<file path="src/boost_ctrl_defines.svh">
// Offsets, field positions, reset values and timings in nanoseconds of the boost control block.
// It is included by the package and the design; it holds definitions only.
`ifndef BOOST_CTRL_DEFINES_SVH
`define BOOST_CTRL_DEFINES_SVH
`define I2C_SLAVE_ADDR        7'h75
`define REG_MODE_CONTROL      8'h01
`define REG_TARGET_LOW        8'h02
`define REG_TARGET_HIGH       8'h03
`define REG_CURRENT_LIMIT     8'h04
`define REG_DEVICE_FLAGS      8'h05
`define RST_MODE_CONTROL      8'h09
`define RST_TARGET_LOW        8'h06
`define RST_TARGET_HIGH       8'h0F
`define RST_CURRENT_LIMIT     8'h1D
`define MC_ENABLE_HI          6
`define MC_ENABLE_LO          5
`define CL_LIMIT_OFF          5
`define FL_TSD                7
`define FL_HOTDIE             6
`define FL_DCDC               5
`define FL_OPMODE             4
`define FL_ILIMPT             3
`define FL_ILIMBST            2
`define FL_FAULT              1
`define FL_PGOOD              0
`define CLK_PERIOD_NS         5
`define SS_TIMEOUT_NS         2000000
`define OC_DELAY_NS           2000000
`define RESTART_NS            1000000
`define PRECHARGE_TIMEOUT_NS  1024000
`endif

</file>
<file path="src/boost_ctrl_pkg.sv">
// Types shared by the boost control block.
// Assumes the defines header is compiled with it.
`include "boost_ctrl_defines.svh"
package boost_ctrl_pkg;
  typedef enum {
    ST_SHUTDOWN,
    ST_PRECHARGE,
    ST_SOFT_START,
    ST_RUN,
    ST_PASSTHRU,
    ST_FAULT
  } state_t;

  // Analogue comparator results, all active high.
  typedef struct packed {
    logic vout_near_vin;
    logic vout_at_target;
    logic vout_below_psm;
    logic in_above_input_undervoltage_lockout_rise;
    logic in_below_input_undervoltage_lockout_fall;
    logic in_above_ovp;
    logic in_below_ovp_rel;
    logic temp_above_otp;
    logic temp_below_otp_rel;
    logic temp_hot;
    logic il_above_limit;
    logic il_above_valley;
  } sense_t;

  // Power stage controls.
  typedef struct packed {
    logic high_side_switch;
    logic low_side_switch;
    logic bypass_switch;
    logic discharge;
    logic light_load_pulse_mode;
    logic on_time_allow;
  } drive_t;
endpackage : boost_ctrl_pkg

</file>
<file path="src/boost_ctrl.sv">
// Control, protection and I2C register slave of a synchronous boost regulator.
// Pins and comparator outputs arrive asynchronously and are synchronised here.
//
// Contract
// RULE_01 - Enable high starts soft-start; low shuts down.
// RULE_02 - Shutdown stops switching and disconnects load.
// RULE_03 - Leave precharge once output reaches input-300mV.
// RULE_04 - Soft-start beyond 2ms without target faults.
// RULE_05 - Overcurrent limits, 2ms shutdown, restart after 1ms.
// RULE_06 - Level select pin picks 3.15V or 3.6V.
// RULE_07 - Target set by pin or I2C, 2.85-4.4V.
// RULE_08 - Light load enters pulse mode until loop exits.
// RULE_09 - Input undervoltage lockout 1.7V rise, 1.6V fall.
// RULE_10 - Over 160C switches off until 20C cooler.
// RULE_11 - Input over 6V switches off until below 5.7V.
// RULE_12 - Enable low discharges output to ground.
// RULE_13 - Extend off-time until current reaches valley.
// RULE_14 - I2C slave address 1110101 reaches five registers.
// RULE_15 - I2C fast mode, up to 400kb/s.
// RULE_16 - Register address auto-increments; reads use restart.
// RULE_17 - Bypass pin low forces pass-through, high auto.
// RULE_18 - Fault holds input-output path high impedance.
`timescale 1ns/100ps
`include "boost_ctrl_defines.svh"
module boost_ctrl #(
  parameter int SS_TIMEOUT_CYC = `SS_TIMEOUT_NS / `CLK_PERIOD_NS,
  parameter int OC_DELAY_CYC   = `OC_DELAY_NS / `CLK_PERIOD_NS,
  parameter int RESTART_CYC    = `RESTART_NS / `CLK_PERIOD_NS,
  parameter int PRECHG_CYC     = `PRECHARGE_TIMEOUT_NS / `CLK_PERIOD_NS
) (
  // Clock and reset.
  input  wire logic                  clk_sys_i,
  input  wire logic                  rst_i,
  // Control pins.
  input  wire logic                  enable_i,
  input  wire logic                  forced_passthrough_n_i,
  input  wire logic                  output_level_select_i,
  // Analogue sense results.
  input  wire boost_ctrl_pkg::sense_t sense_i,
  // Power stage and status.
  output boost_ctrl_pkg::drive_t     drive_o,
  output logic [4:0]                 target_code_o,
  output logic [3:0]                 current_limit_o,
  output logic                       power_good_o,
  output logic                       power_good_oe_o,
  // I2C pins.
  input  wire logic                  scl_i,
  input  wire logic                  sda_i,
  output logic                       sda_o,
  output logic                       sda_oe_o
);
  import boost_ctrl_pkg::*;

  localparam int SW = $bits(sense_t) + 5;
  localparam int CW = 25;

  initial begin
    if (SS_TIMEOUT_CYC < 1 || OC_DELAY_CYC < 1 || RESTART_CYC < 1 ||
        PRECHG_CYC < 1 || SS_TIMEOUT_CYC >= (1 << CW) ||
        OC_DELAY_CYC >= (1 << CW) || RESTART_CYC >= (1 << CW) ||
        PRECHG_CYC >= (1 << CW)) begin
      $error("boost_ctrl: timing count out of range");
    end
  end

  // Three-stage synchronisers; a change counts when stages two and three agree.
  logic [SW-1:0] raw;
  logic [SW-1:0] s1_q;
  logic [SW-1:0] s2_q;
  logic [SW-1:0] s3_q;
  logic [SW-1:0] clean_q;
  // The bus lines idle high, so their stages reset high to avoid a false edge.
  localparam logic [SW-1:0] SYNC_RST = SW'(3);
  assign raw = {sense_i, enable_i, forced_passthrough_n_i,
                output_level_select_i, scl_i, sda_i};
  always_ff @(posedge clk_sys_i) begin
    if (rst_i) begin
      s1_q    <= SYNC_RST;
      s2_q    <= SYNC_RST;
      s3_q    <= SYNC_RST;
      clean_q <= SYNC_RST;
    end else begin
      s1_q <= raw;
      s2_q <= s1_q;
      s3_q <= s2_q;
      for (int i = 0; i < SW; i++) begin
        if (s2_q[i] == s3_q[i]) begin
          clean_q[i] <= s3_q[i];
        end
      end
    end
  end

  sense_t sn;
  logic   en;
  logic   byp_n;
  logic   lvl;
  logic   scl;
  logic   sda;
  assign {sn, en, byp_n, lvl, scl, sda} = clean_q;

  // Registers.
  logic [7:0] mode_control_q;
  logic [7:0] target_low_q;
  logic [7:0] target_high_q;
  logic [7:0] current_limit_q;
  logic [7:0] flags;
  logic       tsd_flag_q;
  logic       ilimpt_flag_q;
  logic       ilimbst_flag_q;
  logic       fault_flag_q;
  logic       hot_q;
  logic       uv_lock_q;
  logic       ov_lock_q;
  logic       ot_lock_q;
  state_t     state_q;
  logic [CW-1:0] tmr_q;
  logic [CW-1:0] oc_tmr_q;

  // I2C slave.
  typedef enum {
    I_IDLE,
    I_ADDR,
    I_ADDR_ACK,
    I_REG,
    I_REG_ACK,
    I_WDATA,
    I_WDATA_ACK,
    I_RDATA,
    I_RDATA_ACK
  } i2c_t;
  i2c_t       i_st_q;
  logic       scl_d1_q;
  logic       sda_d1_q;
  logic [7:0] sh_q;
  logic [3:0] bit_q;
  logic [7:0] ptr_q;
  logic       rd_q;
  logic       sda_lo_q;
  logic       scl_rise;
  logic       scl_fall;
  logic       start_c;
  logic       stop_c;
  logic       wr_stb;
  logic       rd_stb;

  function automatic logic [7:0] read_reg(input logic [7:0] a,
                                          input logic [7:0] fl);
    unique case (a)
      `REG_MODE_CONTROL:  read_reg = mode_control_q;
      `REG_TARGET_LOW:    read_reg = target_low_q;
      `REG_TARGET_HIGH:   read_reg = target_high_q;
      `REG_CURRENT_LIMIT: read_reg = current_limit_q;
      `REG_DEVICE_FLAGS:  read_reg = fl;
      default:            read_reg = 8'h00;
    endcase
  endfunction : read_reg

  logic [7:0] rd_word;
  always_comb begin
    rd_word = read_reg(ptr_q, flags);
  end

  assign scl_rise = scl & ~scl_d1_q;
  assign scl_fall = ~scl & scl_d1_q;
  assign start_c  = scl & scl_d1_q & sda_d1_q & ~sda;
  assign stop_c   = scl & scl_d1_q & ~sda_d1_q & sda;
  assign wr_stb   = (i_st_q == I_WDATA) && scl_fall && bit_q == 4'h8;
  assign rd_stb   = (i_st_q == I_RDATA_ACK) && scl_rise;

  // Fast-mode bit timing is sampled from SCL edges, 400kb/s is ample. RULE_15
  always_ff @(posedge clk_sys_i) begin
    if (rst_i) begin
      scl_d1_q <= 1'b1;
      sda_d1_q <= 1'b1;
      i_st_q   <= I_IDLE;
      sh_q     <= 8'h00;
      bit_q    <= 4'h0;
      ptr_q    <= 8'h00;
      rd_q     <= 1'b0;
      sda_lo_q <= 1'b0;
    end else begin
      scl_d1_q <= scl;
      sda_d1_q <= sda;
      if (stop_c) begin
        i_st_q   <= I_IDLE;
        sda_lo_q <= 1'b0;
      end else if (start_c) begin
        i_st_q   <= I_ADDR;
        bit_q    <= 4'h0;
        sda_lo_q <= 1'b0;
      end else begin
        if (scl_rise && (i_st_q == I_ADDR || i_st_q == I_REG ||
                         i_st_q == I_WDATA)) begin
          sh_q  <= {sh_q[6:0], sda};
          bit_q <= bit_q + 4'h1;
        end
        unique case (i_st_q)
          I_IDLE: ;
          I_ADDR, I_REG, I_WDATA: begin
            if (scl_fall && bit_q == 4'h8) begin
              bit_q <= 4'h0;
              if (i_st_q == I_ADDR) begin
                if (sh_q[7:1] == `I2C_SLAVE_ADDR) begin // RULE_14
                  rd_q     <= sh_q[0];
                  sda_lo_q <= 1'b1;
                  i_st_q   <= I_ADDR_ACK;
                end else begin
                  i_st_q <= I_IDLE;
                end
              end else begin
                sda_lo_q <= 1'b1;
                if (i_st_q == I_REG) begin
                  ptr_q  <= sh_q; // RULE_16
                  i_st_q <= I_REG_ACK;
                end else begin
                  ptr_q  <= ptr_q + 8'h01; // RULE_16
                  i_st_q <= I_WDATA_ACK;
                end
              end
            end
          end
          I_ADDR_ACK, I_REG_ACK, I_WDATA_ACK: begin
            if (scl_fall) begin
              if (i_st_q == I_ADDR_ACK && rd_q) begin
                sh_q     <= rd_word;
                sda_lo_q <= ~rd_word[7];
                bit_q    <= 4'h1;
                i_st_q   <= I_RDATA;
              end else begin
                sda_lo_q <= 1'b0;
                i_st_q   <= (i_st_q == I_ADDR_ACK) ? I_REG : I_WDATA;
              end
            end
          end
          I_RDATA: begin
            if (scl_fall) begin
              if (bit_q == 4'h8) begin
                sda_lo_q <= 1'b0;
                i_st_q   <= I_RDATA_ACK;
              end else begin
                sda_lo_q <= ~sh_q[7 - bit_q[2:0]];
                bit_q    <= bit_q + 4'h1;
              end
            end
          end
          I_RDATA_ACK: begin
            if (scl_rise) begin
              if (sda) begin
                i_st_q <= I_IDLE;
              end else begin
                ptr_q  <= ptr_q + 8'h01; // RULE_16
                i_st_q <= I_WDATA_ACK;
                rd_q   <= 1'b1;
              end
            end
          end
        endcase
        if (i_st_q == I_WDATA_ACK && rd_q && scl_fall) begin
          sh_q     <= rd_word;
          sda_lo_q <= ~rd_word[7];
          bit_q    <= 4'h1;
          i_st_q   <= I_RDATA;
        end
      end
      if (start_c && i_st_q == I_IDLE) begin
        rd_q <= 1'b0;
      end
    end
  end

  assign sda_o    = 1'b0;
  assign sda_oe_o = sda_lo_q;

  // Register writes; the pointer holds the address of the byte just taken.
  always_ff @(posedge clk_sys_i) begin
    if (rst_i) begin
      mode_control_q  <= `RST_MODE_CONTROL;
      target_low_q    <= `RST_TARGET_LOW;
      target_high_q   <= `RST_TARGET_HIGH;
      current_limit_q <= `RST_CURRENT_LIMIT;
    end else if (wr_stb && !rd_q) begin
      unique case (ptr_q)
        `REG_MODE_CONTROL:  mode_control_q  <= sh_q;
        `REG_TARGET_LOW:    target_low_q    <= sh_q; // RULE_07
        `REG_TARGET_HIGH:   target_high_q   <= sh_q; // RULE_07
        `REG_CURRENT_LIMIT: current_limit_q <= sh_q;
        default: ;
      endcase
    end
  end

  // Lockouts with hysteresis.
  always_ff @(posedge clk_sys_i) begin
    if (rst_i) begin
      uv_lock_q <= 1'b1;
      ov_lock_q <= 1'b0;
      ot_lock_q <= 1'b0;
      hot_q     <= 1'b0;
    end else begin
      if (sn.in_below_input_undervoltage_lockout_fall) uv_lock_q <= 1'b1; // RULE_09
      else if (sn.in_above_input_undervoltage_lockout_rise) uv_lock_q <= 1'b0; // RULE_09
      if (sn.in_above_ovp) ov_lock_q <= 1'b1; // RULE_11
      else if (sn.in_below_ovp_rel) ov_lock_q <= 1'b0; // RULE_11
      if (sn.temp_above_otp) ot_lock_q <= 1'b1; // RULE_10
      else if (sn.temp_below_otp_rel) ot_lock_q <= 1'b0; // RULE_10
      hot_q <= sn.temp_hot;
    end
  end

  logic lockout;
  logic want_on;
  logic want_pass;
  assign lockout = uv_lock_q | ov_lock_q | ot_lock_q;
  always_comb begin
    unique case (mode_control_q[`MC_ENABLE_HI:`MC_ENABLE_LO])
      2'b00: begin
        want_on   = en;
        want_pass = ~byp_n; // RULE_17
      end
      2'b01: begin
        want_on   = en;
        want_pass = 1'b0;
      end
      2'b10: begin
        want_on   = en;
        want_pass = 1'b1;
      end
      default: begin
        want_on   = 1'b0;
        want_pass = 1'b0;
      end
    endcase
  end

  logic oc_active;
  assign oc_active = sn.il_above_limit & ~current_limit_q[`CL_LIMIT_OFF];

  // Overcurrent persistence timer. RULE_05
  always_ff @(posedge clk_sys_i) begin
    if (rst_i || !oc_active || state_q == ST_FAULT) begin
      oc_tmr_q <= '0;
    end else if (oc_tmr_q < CW'(OC_DELAY_CYC)) begin
      oc_tmr_q <= oc_tmr_q + 1'b1;
    end
  end

  // Sequencer.
  always_ff @(posedge clk_sys_i) begin
    if (rst_i) begin
      state_q <= ST_SHUTDOWN;
      tmr_q   <= '0;
    end else begin
      tmr_q <= tmr_q + 1'b1;
      if (!want_on || lockout) begin
        state_q <= ST_SHUTDOWN; // RULE_01
        tmr_q   <= '0;
      end else begin
        unique case (state_q)
          ST_SHUTDOWN: begin
            state_q <= want_pass ? ST_PASSTHRU : ST_PRECHARGE; // RULE_01
            tmr_q   <= '0;
          end
          ST_PRECHARGE: begin
            if (sn.vout_near_vin) begin
              state_q <= ST_SOFT_START; // RULE_03
              tmr_q   <= '0;
            end else if (tmr_q >= CW'(PRECHG_CYC)) begin
              state_q <= ST_FAULT;
              tmr_q   <= '0;
            end
          end
          ST_SOFT_START: begin
            if (sn.vout_at_target) begin
              state_q <= ST_RUN;
            end else if (tmr_q >= CW'(SS_TIMEOUT_CYC)) begin
              state_q <= ST_FAULT; // RULE_04
              tmr_q   <= '0;
            end
          end
          ST_RUN, ST_PASSTHRU: begin
            if (oc_tmr_q >= CW'(OC_DELAY_CYC)) begin
              state_q <= ST_FAULT; // RULE_05
              tmr_q   <= '0;
            end else if (want_pass != (state_q == ST_PASSTHRU)) begin
              state_q <= ST_SHUTDOWN;
            end
          end
          ST_FAULT: begin
            if (tmr_q >= CW'(RESTART_CYC) - 1'b1) begin
              state_q <= ST_PRECHARGE; // RULE_05
              tmr_q   <= '0;
            end
          end
        endcase
      end
    end
  end

  // Status flags; sticky bits clear on readout, a new event wins.
  always_ff @(posedge clk_sys_i) begin
    if (rst_i) begin
      tsd_flag_q     <= 1'b0;
      ilimpt_flag_q  <= 1'b0;
      ilimbst_flag_q <= 1'b0;
      fault_flag_q   <= 1'b0;
    end else begin
      if (rd_stb && ptr_q == `REG_DEVICE_FLAGS) begin
        tsd_flag_q     <= 1'b0;
        ilimpt_flag_q  <= 1'b0;
        ilimbst_flag_q <= 1'b0;
        fault_flag_q   <= 1'b0;
      end
      if (ot_lock_q) tsd_flag_q <= 1'b1;
      if (oc_active && state_q == ST_PASSTHRU) ilimpt_flag_q <= 1'b1;
      if (oc_active && state_q == ST_RUN) ilimbst_flag_q <= 1'b1;
      if (state_q == ST_FAULT) fault_flag_q <= 1'b1;
    end
  end

  logic pg;
  assign pg = (state_q == ST_RUN) || (state_q == ST_PASSTHRU);
  always_comb begin
    flags              = 8'h00;
    flags[`FL_TSD]     = tsd_flag_q;
    flags[`FL_HOTDIE]  = hot_q;
    flags[`FL_DCDC]    = (state_q == ST_RUN) & ~sn.vout_below_psm;
    flags[`FL_OPMODE]  = (state_q == ST_RUN) || (state_q == ST_SOFT_START);
    flags[`FL_ILIMPT]  = ilimpt_flag_q;
    flags[`FL_ILIMBST] = ilimbst_flag_q;
    flags[`FL_FAULT]   = fault_flag_q;
    flags[`FL_PGOOD]   = pg;
  end

  // Power stage drive, all from flip-flops.
  always_ff @(posedge clk_sys_i) begin
    if (rst_i) begin
      drive_o         <= '0;
      target_code_o   <= 5'h00;
      current_limit_o <= 4'h0;
      power_good_oe_o <= 1'b1;
    end else begin
      drive_o <= '0;
      if (state_q == ST_SHUTDOWN && !want_on) begin
        drive_o.discharge <= 1'b1; // RULE_12
      end
      if (state_q == ST_SOFT_START || state_q == ST_RUN) begin // RULE_02
        drive_o.high_side_switch <= 1'b1;
        drive_o.low_side_switch  <= 1'b1;
        drive_o.on_time_allow    <= ~sn.il_above_valley & ~oc_active; // RULE_13
        drive_o.light_load_pulse_mode <= (state_q == ST_RUN) &
                                         sn.vout_below_psm; // RULE_08
      end
      if (state_q == ST_PASSTHRU || state_q == ST_PRECHARGE) begin
        drive_o.bypass_switch <= 1'b1;
      end
      // The fault state leaves every switch open. RULE_18
      target_code_o <= lvl ? target_high_q[4:0] : target_low_q[4:0]; // RULE_06
      current_limit_o <= current_limit_q[3:0];
      power_good_oe_o <= ~pg;
    end
  end

  assign power_good_o = 1'b0;
endmodule : boost_ctrl

</file>
<file path="config.mk">
export PLATFORM = sky130hd
export DESIGN_NAME = boost_ctrl
export DESIGN_NICKNAME = d
export VERILOG_FILES = /design/src/boost_ctrl_pkg.sv /design/src/boost_ctrl.sv
export VERILOG_INCLUDE_DIRS = /design/src
export SDC_FILE = /design/constraint.sdc
export NUM_CORES = 1
export LEC_CHECK = 0
export BUFFER_PORTS_ARGS = -buffer_cell sky130_fd_sc_hd__buf_4
export CAP_MARGIN = 20
export CELL_PAD_IN_SITES_DETAIL_PLACEMENT = 1
export CELL_PAD_IN_SITES_GLOBAL_PLACEMENT = 2
export CORE_MARGIN = 3
export CORE_UTILIZATION = 38
export CTS_CLUSTER_DIAMETER = 60
export DETAILED_ROUTE_END_ITERATION = 16
export HOLD_SLACK_MARGIN = 0.02
export PLACE_DENSITY = 0.76
export SLEW_MARGIN = 20
export SYNTH_ARGS = -nofsm -noshare
export SYNTH_HDL_FRONTEND = slang
export SYNTH_SLANG_ARGS = --single-unit
</file>
<file path="constraint.sdc">
create_clock -name clk_sys_i -period 2.8 [get_ports clk_sys_i]
set_clock_uncertainty 0.05 [all_clocks]
set_input_delay 0.28 -clock clk_sys_i [delete_from_list [all_inputs] [get_ports clk_sys_i]]
set_output_delay 0.28 -clock clk_sys_i [all_outputs]
set_load 0.02 [all_outputs]
</file>
# --- Word-level counts from Yosys, hierarchy flattened ---
# Cells that the tools add are included.
totals:
  ff_bits: 262
  in_bits: 19
  out_inout_bits: 19
  elab_cells: 314
op_classes:
  n_addsub: 5
  order_cmp: 6
  eq_ne: 75
  mux: 83
  bitwise: 28
  reduce_logical: 63
ops:
  columns: ["operator", "n"]
  rows:
  - ["$mux 32", 13]
  - ["$eq 32x3->1 const B", 10]
  - ["$eq 32x2->1 const B", 6]
  - ["$eq 32x4->1 const B", 5]
  - ["$pmux 32 s5", 1]
  - ["$mux 25", 6]
  - ["$pmux 32 s4", 1]
  - ["$pmux 25 s5", 1]
  - ["$logic_not 32->1", 3]
  - ["$mux 8", 10]
  - ["$eq 32x1->1 const B", 2]
  - ["$add 25x1->25 const B", 2]
  - ["$ge 25x18->1 const B", 2]
  - ["$ge 25x19->1 const B", 2]
  - ["$pmux 8 s5", 1]
  - ["$eq 32x5->1 const B", 1]
  - ["$lt 32x4->1 const B", 1]
  - ["$mux 4", 8]
  - ["$mux 1", 27]
  - ["$lt 25x19->1 const B", 1]
  - ["$ne 3x3->1 const B", 8]
  - ["$ne 4x4->1 const B", 6]
  - ["$ne 2x2->1 const B", 10]
  - ["$reduce_and 6->1", 3]
  - ["other kinds (39)", 130]

# --- Longest topological paths before layout ---
logic_depth:
  ltp_word: 10
  mapped_depth: 11
  ltp_nobuf: 8

# --- Least setup slack after synthesis ---
# OpenSTA, ideal clock, no wires.
synth_timing:
  kind: "register to register"
  startpoint: "reg bit_q[0]"
  endpoint: "reg target_high_q[0]"
  setup_time_ns: 0.120
  arrival_time_ns: 1.976
  t_required_ns: 2.630
  slack_ns: 0.654
  stages_incl_launch_ff: 11
  n_path_buf: 3
  period_less_slack_ns: 2.146
  path_cell_list: "dfxtp_1 > clkbuf_1 > inv_1 > ha_1 > nand3b_1 > nor4_2 > and3_1 > buf_2 > nand2_1 > buf_2 > a211o_1"
synth_via:
  elab_chain_cells: 4
synth_rtl:
  columns: ["element", "line_no", "source"]
  rows:
  - ["from (decl)", "boost_ctrl.sv:136", "logic [3:0] bit_q;"]
  - ["from (signal assigned)", "boost_ctrl.sv:196", "bit_q <= bit_q + 4'h1;"]
  - ["from (signal assigned)", "boost_ctrl.sv:243", "bit_q <= bit_q + 4'h1;"]
  - ["$eq 4x4->1", "boost_ctrl.sv:168", "assign wr_stb = (i_st_q == I_WDATA) && scl_fall && bit_q == 4'h8;"]
  - ["$logic_and 1x1->1", "boost_ctrl.sv:168", null]
  - ["$logic_and 1x1->1", "boost_ctrl.sv:282", "end else if (wr_stb && !rd_q) begin"]
  - ["$reduce_and 2->1 (no line)", null, null]
  - ["to (signal assigned)", "boost_ctrl.sv:280", "target_high_q <= `RST_TARGET_HIGH;"]
  - ["to (signal assigned)", "boost_ctrl.sv:286", "`REG_TARGET_HIGH: target_high_q <= sh_q;"]
  - ["to (decl)", "boost_ctrl.sv:105", "logic [7:0] target_high_q;"]
# No other way between the ends.
# A chain may end at the register's enable or synchronous reset.

# --- Worst setup path after layout ---
layout_timing:
  startpoint: "reg sh_q[3]"
  endpoint: "reg sda_lo_q (netlist: sda_oe_o)"
layout_via:
  elab_chain_cells: 7
  word_cells_on_any_way: 10
  classes_between: "eq/ne: 2; mux: 6; bitwise: 1; reduce/logical: 1"
layout_rtl:
  columns: ["element", "line_no", "source"]
  rows:
  - ["from (decl)", "boost_ctrl.sv:135", "logic [7:0] sh_q;"]
  - ["from (signal assigned)", "boost_ctrl.sv:195", "sh_q <= {sh_q[6:0], sda};"]
  - ["from (signal assigned)", "boost_ctrl.sv:226", "sh_q <= rd_word;"]
  - ["from (signal assigned)", "boost_ctrl.sv:260", "sh_q <= rd_word;"]
  - ["$bmux 1 s3", "boost_ctrl.sv:242", "sda_lo_q <= ~sh_q[7 - bit_q[2:0]];"]
  - ["$mux 1 (implied by the code)", "boost_ctrl.sv:242", null]
  - ["$not 1->1", "boost_ctrl.sv:242", null]
  - ["$mux 1", "boost_ctrl.sv:238", "if (bit_q == 4'h8) begin"]
  - ["$mux 1", "boost_ctrl.sv:237", "if (scl_fall) begin"]
  - ["$pmux 1 s3", "boost_ctrl.sv:198", "unique case (i_st_q)"]
  - ["$mux 1", "boost_ctrl.sv:259", "if (i_st_q == I_WDATA_ACK && rd_q && scl_fall) begin"]
  - ["to (signal assigned)", "boost_ctrl.sv:227", "sda_lo_q <= ~rd_word[7];"]
  - ["to (signal assigned)", "boost_ctrl.sv:242", null]
  - ["to (signal assigned)", "boost_ctrl.sv:261", "sda_lo_q <= ~rd_word[7];"]
  - ["to (decl)", "boost_ctrl.sv:139", "logic sda_lo_q;"]
# Parallel ways exist; a longest one is shown, timed or not. The select of a mux whose other input is x is not followed.

==> impl_results.md <==
- Status: completed
- CTS buffer count: 26
- Setup CP Type: flip-flop to flip-flop
- Worst path required time: 3.22 ns
- Global-route wire length before repair: 37.6 mm
- Ys async rst share: 0%
- CP Max Fanout: 6
- Syn_area_per_cell: 8.76 µm²
- Clock tree buffer depth: 3
- CTS HTree Levels: 1
- Final Worst Setup Slack: 0.352 ns
- Top FF cell, synth: dfxtp_1
- Slowest CP cell: nor4b_1
- Total global routing overflow: 0
- CP Capture Type: flip-flop
- Largest cells by area after synthesis: dfxtp_1 (47%), nor2_1 (5.2%), nor2b_1 (4.4%), a21oi_1 (4.0%), nand2_1 (3.1%)
- CP peak stage delay: 0.78 ns
- Routed length per instance: 16.9 µm
- TritonCTS clock tree: done
- Diode count: 0
- Worst Setup SP: sh_q[3]
- CP arrival: 2.87 ns
- Fin nets: 1072
- Final slew viol count: 0
- DRC Markers: 0
- Setup_tns: 0 ns
- Reg2Reg Launch Point: sh_q[3]
- Hold wc startpoint: rst_i
- Share of cells above drive strength 1: 13.2%
- Maximum VDD drop: 0.398 mV
- Num rows: 54
- Hold Path Class: input port to flip-flop
- Clock root cell: clkbuf_16
- CP bufs+invs: 1
- Sequential element share of the synthesized area: 47.0%
- Endpoints failing setup: 0
- Post-DP HPWL: 15.4 mm
- Vias per cell: 5.36
- Startpoint Class: flip-flop
- Final weighted congestion in routability-driven placement: 0.833
- Core region area: 22200 µm²
- #FFs+latches synth: 204
- Initial Utilization: 39.2%
- Crit-path cells: inv_1 > nor4b_1 > o21a_1 > o22ai_1 > a2111oi_0 > o21a_1
- Post-synth top area cell: dfxtp_1
- Initial drt markers: 457
- Yosys top cell area share: 47.0%
- RSZ-0062 raised after global routing: false
- Flop2flop setup slack: 0.35 ns
- Pre-Repair DR Iteration Count: 5
- Synth warn: 0
- Initial antenna violation count: 0
- Max-cap violations: 0
- Final Critical Period: 2.45 ns
- Period utilization: 87.4%
- Pwr Total: 6790 µW
- Slew headroom: 41.4%
- P per Cell Area: 658 nW/µm²
- Clock sinks: 204
- Via count: 7192
- Most frequent cell after synthesis: dfxtp_1
- Post-CTS Setup Bufs: 0
- Gate Count Post-Synth: 991
- Clock latency on the worst-skew pair: 0.54 ns
- Die width: 157 µm
- Hold Vio Cnt, Final: 0
- Post-Synthesis Cell Area: 8680 µm²
- EDFF count, synth: 0
- Synth top cells by count: dfxtp_1 (204), nor2_1 (121), nand2_1 (72), a21oi_1 (69), nor2b_1 (61)
- Final Hold Slack: 0.0820 ns
- Leak: 0.00366 µW
- Post-Place Setup Slack: 0.412 ns
- Final ANT Viol Nets: 0
- Area Growth Syn to Fin: 18.9%
- Total track usage: 18.3%
- Number of library cell types mapped by synthesis: 74
- CTS clk-pin slew, worst paths: 0.06 ns
- Cell family with most CP delay: compound AO/OA/AOI/OAI gates
- FMAX: 409 MHz
- Die area: 24700 µm²
- Buffers on Ports: 35
- Worst path most repeated cell: o21a_1
- Drt total wl: 22.7 mm
- Number of global-route vias before repair: 7247
- Chip Height: 157 µm
- Measured slew at the worst slew-check pin: 0.867 ns
- Largest net degree at the start of global routing: 52
- I/O pin cnt: 38
cells in the final DEF, fill, tap and decap left out, drive strengths merged, types with 4 or more instances in the layout:
cell           n
or2            9
ha            10
o21ai         55
dlygate4sd3   17
or3           13
nand2b        12
dfxtp        204
clkbuf        34
nand4b         4
buf           71
nand2         73
clkinv         5
nor4b          4
nor2         121
a22o           5
xor2          11
nand4         11
mux2i         21
and3          11
nand3         32
xnor2         23
nor4          10
nor2b         61
nor3          21
a211oi        10
a221oi         7
a222oi        12
inv           32
and2          11
a211o         13
a22oi          9
a31oi          4
nor3b          5
a21oi         70
through the flow:
stage                     cells  cell area, µm²  utilization (%)
after global routing       1341           10300             46.6
after CTS                  1341           10300             46.6
final                      1341           10300             46.6
after detailed placement   1278            9290             41.9
after floorplan             992            8680                -
after global placement     1278            9290             41.9
sequential cells by signal (all words and copies together), names as in the netlist, 3 cells and up:
name,count
oc_tmr_q,25
tmr_q,25
clean_q,17
s1_q,17
s2_q,17
s3_q,17
current_limit_q,8
mode_control_q,8
ptr_q,8
sh_q,8
target_high_q,8
target_low_q,8
drive_o,5
target_code_o,5
bit_q,4
current_limit_o,4
i_st_q,4
state_q,3
cell families after synthesis:
group,Yosys count,share of synthesized area [%]
multiplexers,25,3.20
flip-flops,204,47.0
AND/OR/NAND/NOR,409,24.3
AO/OA/AOI/OAI,216,16.1
XOR/XNOR,34,3.43
adder cells (fa/ha/maj),10,1.44
buffers and inverters,92,4.40
other,1,0.0432
worst reg2reg max path: stages, from the launching register on:
cell and delay [ns]:
dfxtp_1 0.51, inv_1 0.16, nor4b_1 0.78, o21a_1 0.18
o22ai_1 0.08, a2111oi_0 0.47, o21a_1 0.16
per-layer routing:
metal	part of all wire (%)	up-vias	wire length [µm]	track usage, %
met5	0	-	0	0
met4	2.5	0	558	4.71
met3	4.5	45	1010	3.02
met2	44	131	10000	29.0
met1	49	3447	11100	26.1
li1	-	3569	-	-
worst paths after layout:
kind / endpoint / depth (start not counted)
max: sda_oe_o / 6
max reg2reg: sda_oe_o / 6
min: i_st_q[0] / 2
min reg2reg: s2_q[0] / 1
where the power goes:
group / leakage (µW) / internal [µW] / total, µW / switching [µW]
clock network: 0.000424 / 1990 / 3320 / 1330
logic: 0.00158 / 204 / 482 / 279
registers: 0.00166 / 2960 / 2990 / 35.3
cell type report:
class	instances	area [µm²]
clock buffer	34	711
clock inverter	12	145
fill	2622	11800
inverter	27	101
multi-input combinational	696	4220
sequential	204	4080
tap	280	350
timing repair buffer	88	703
what timing repair did:
item | 4_1_cts | 5_1_grt
resized for setup | 0 | 0
hold buffers | 17 | 0
hold endpoints to repair | 17 | 0
Note: power is estimated with default switching activity, not from simulation.
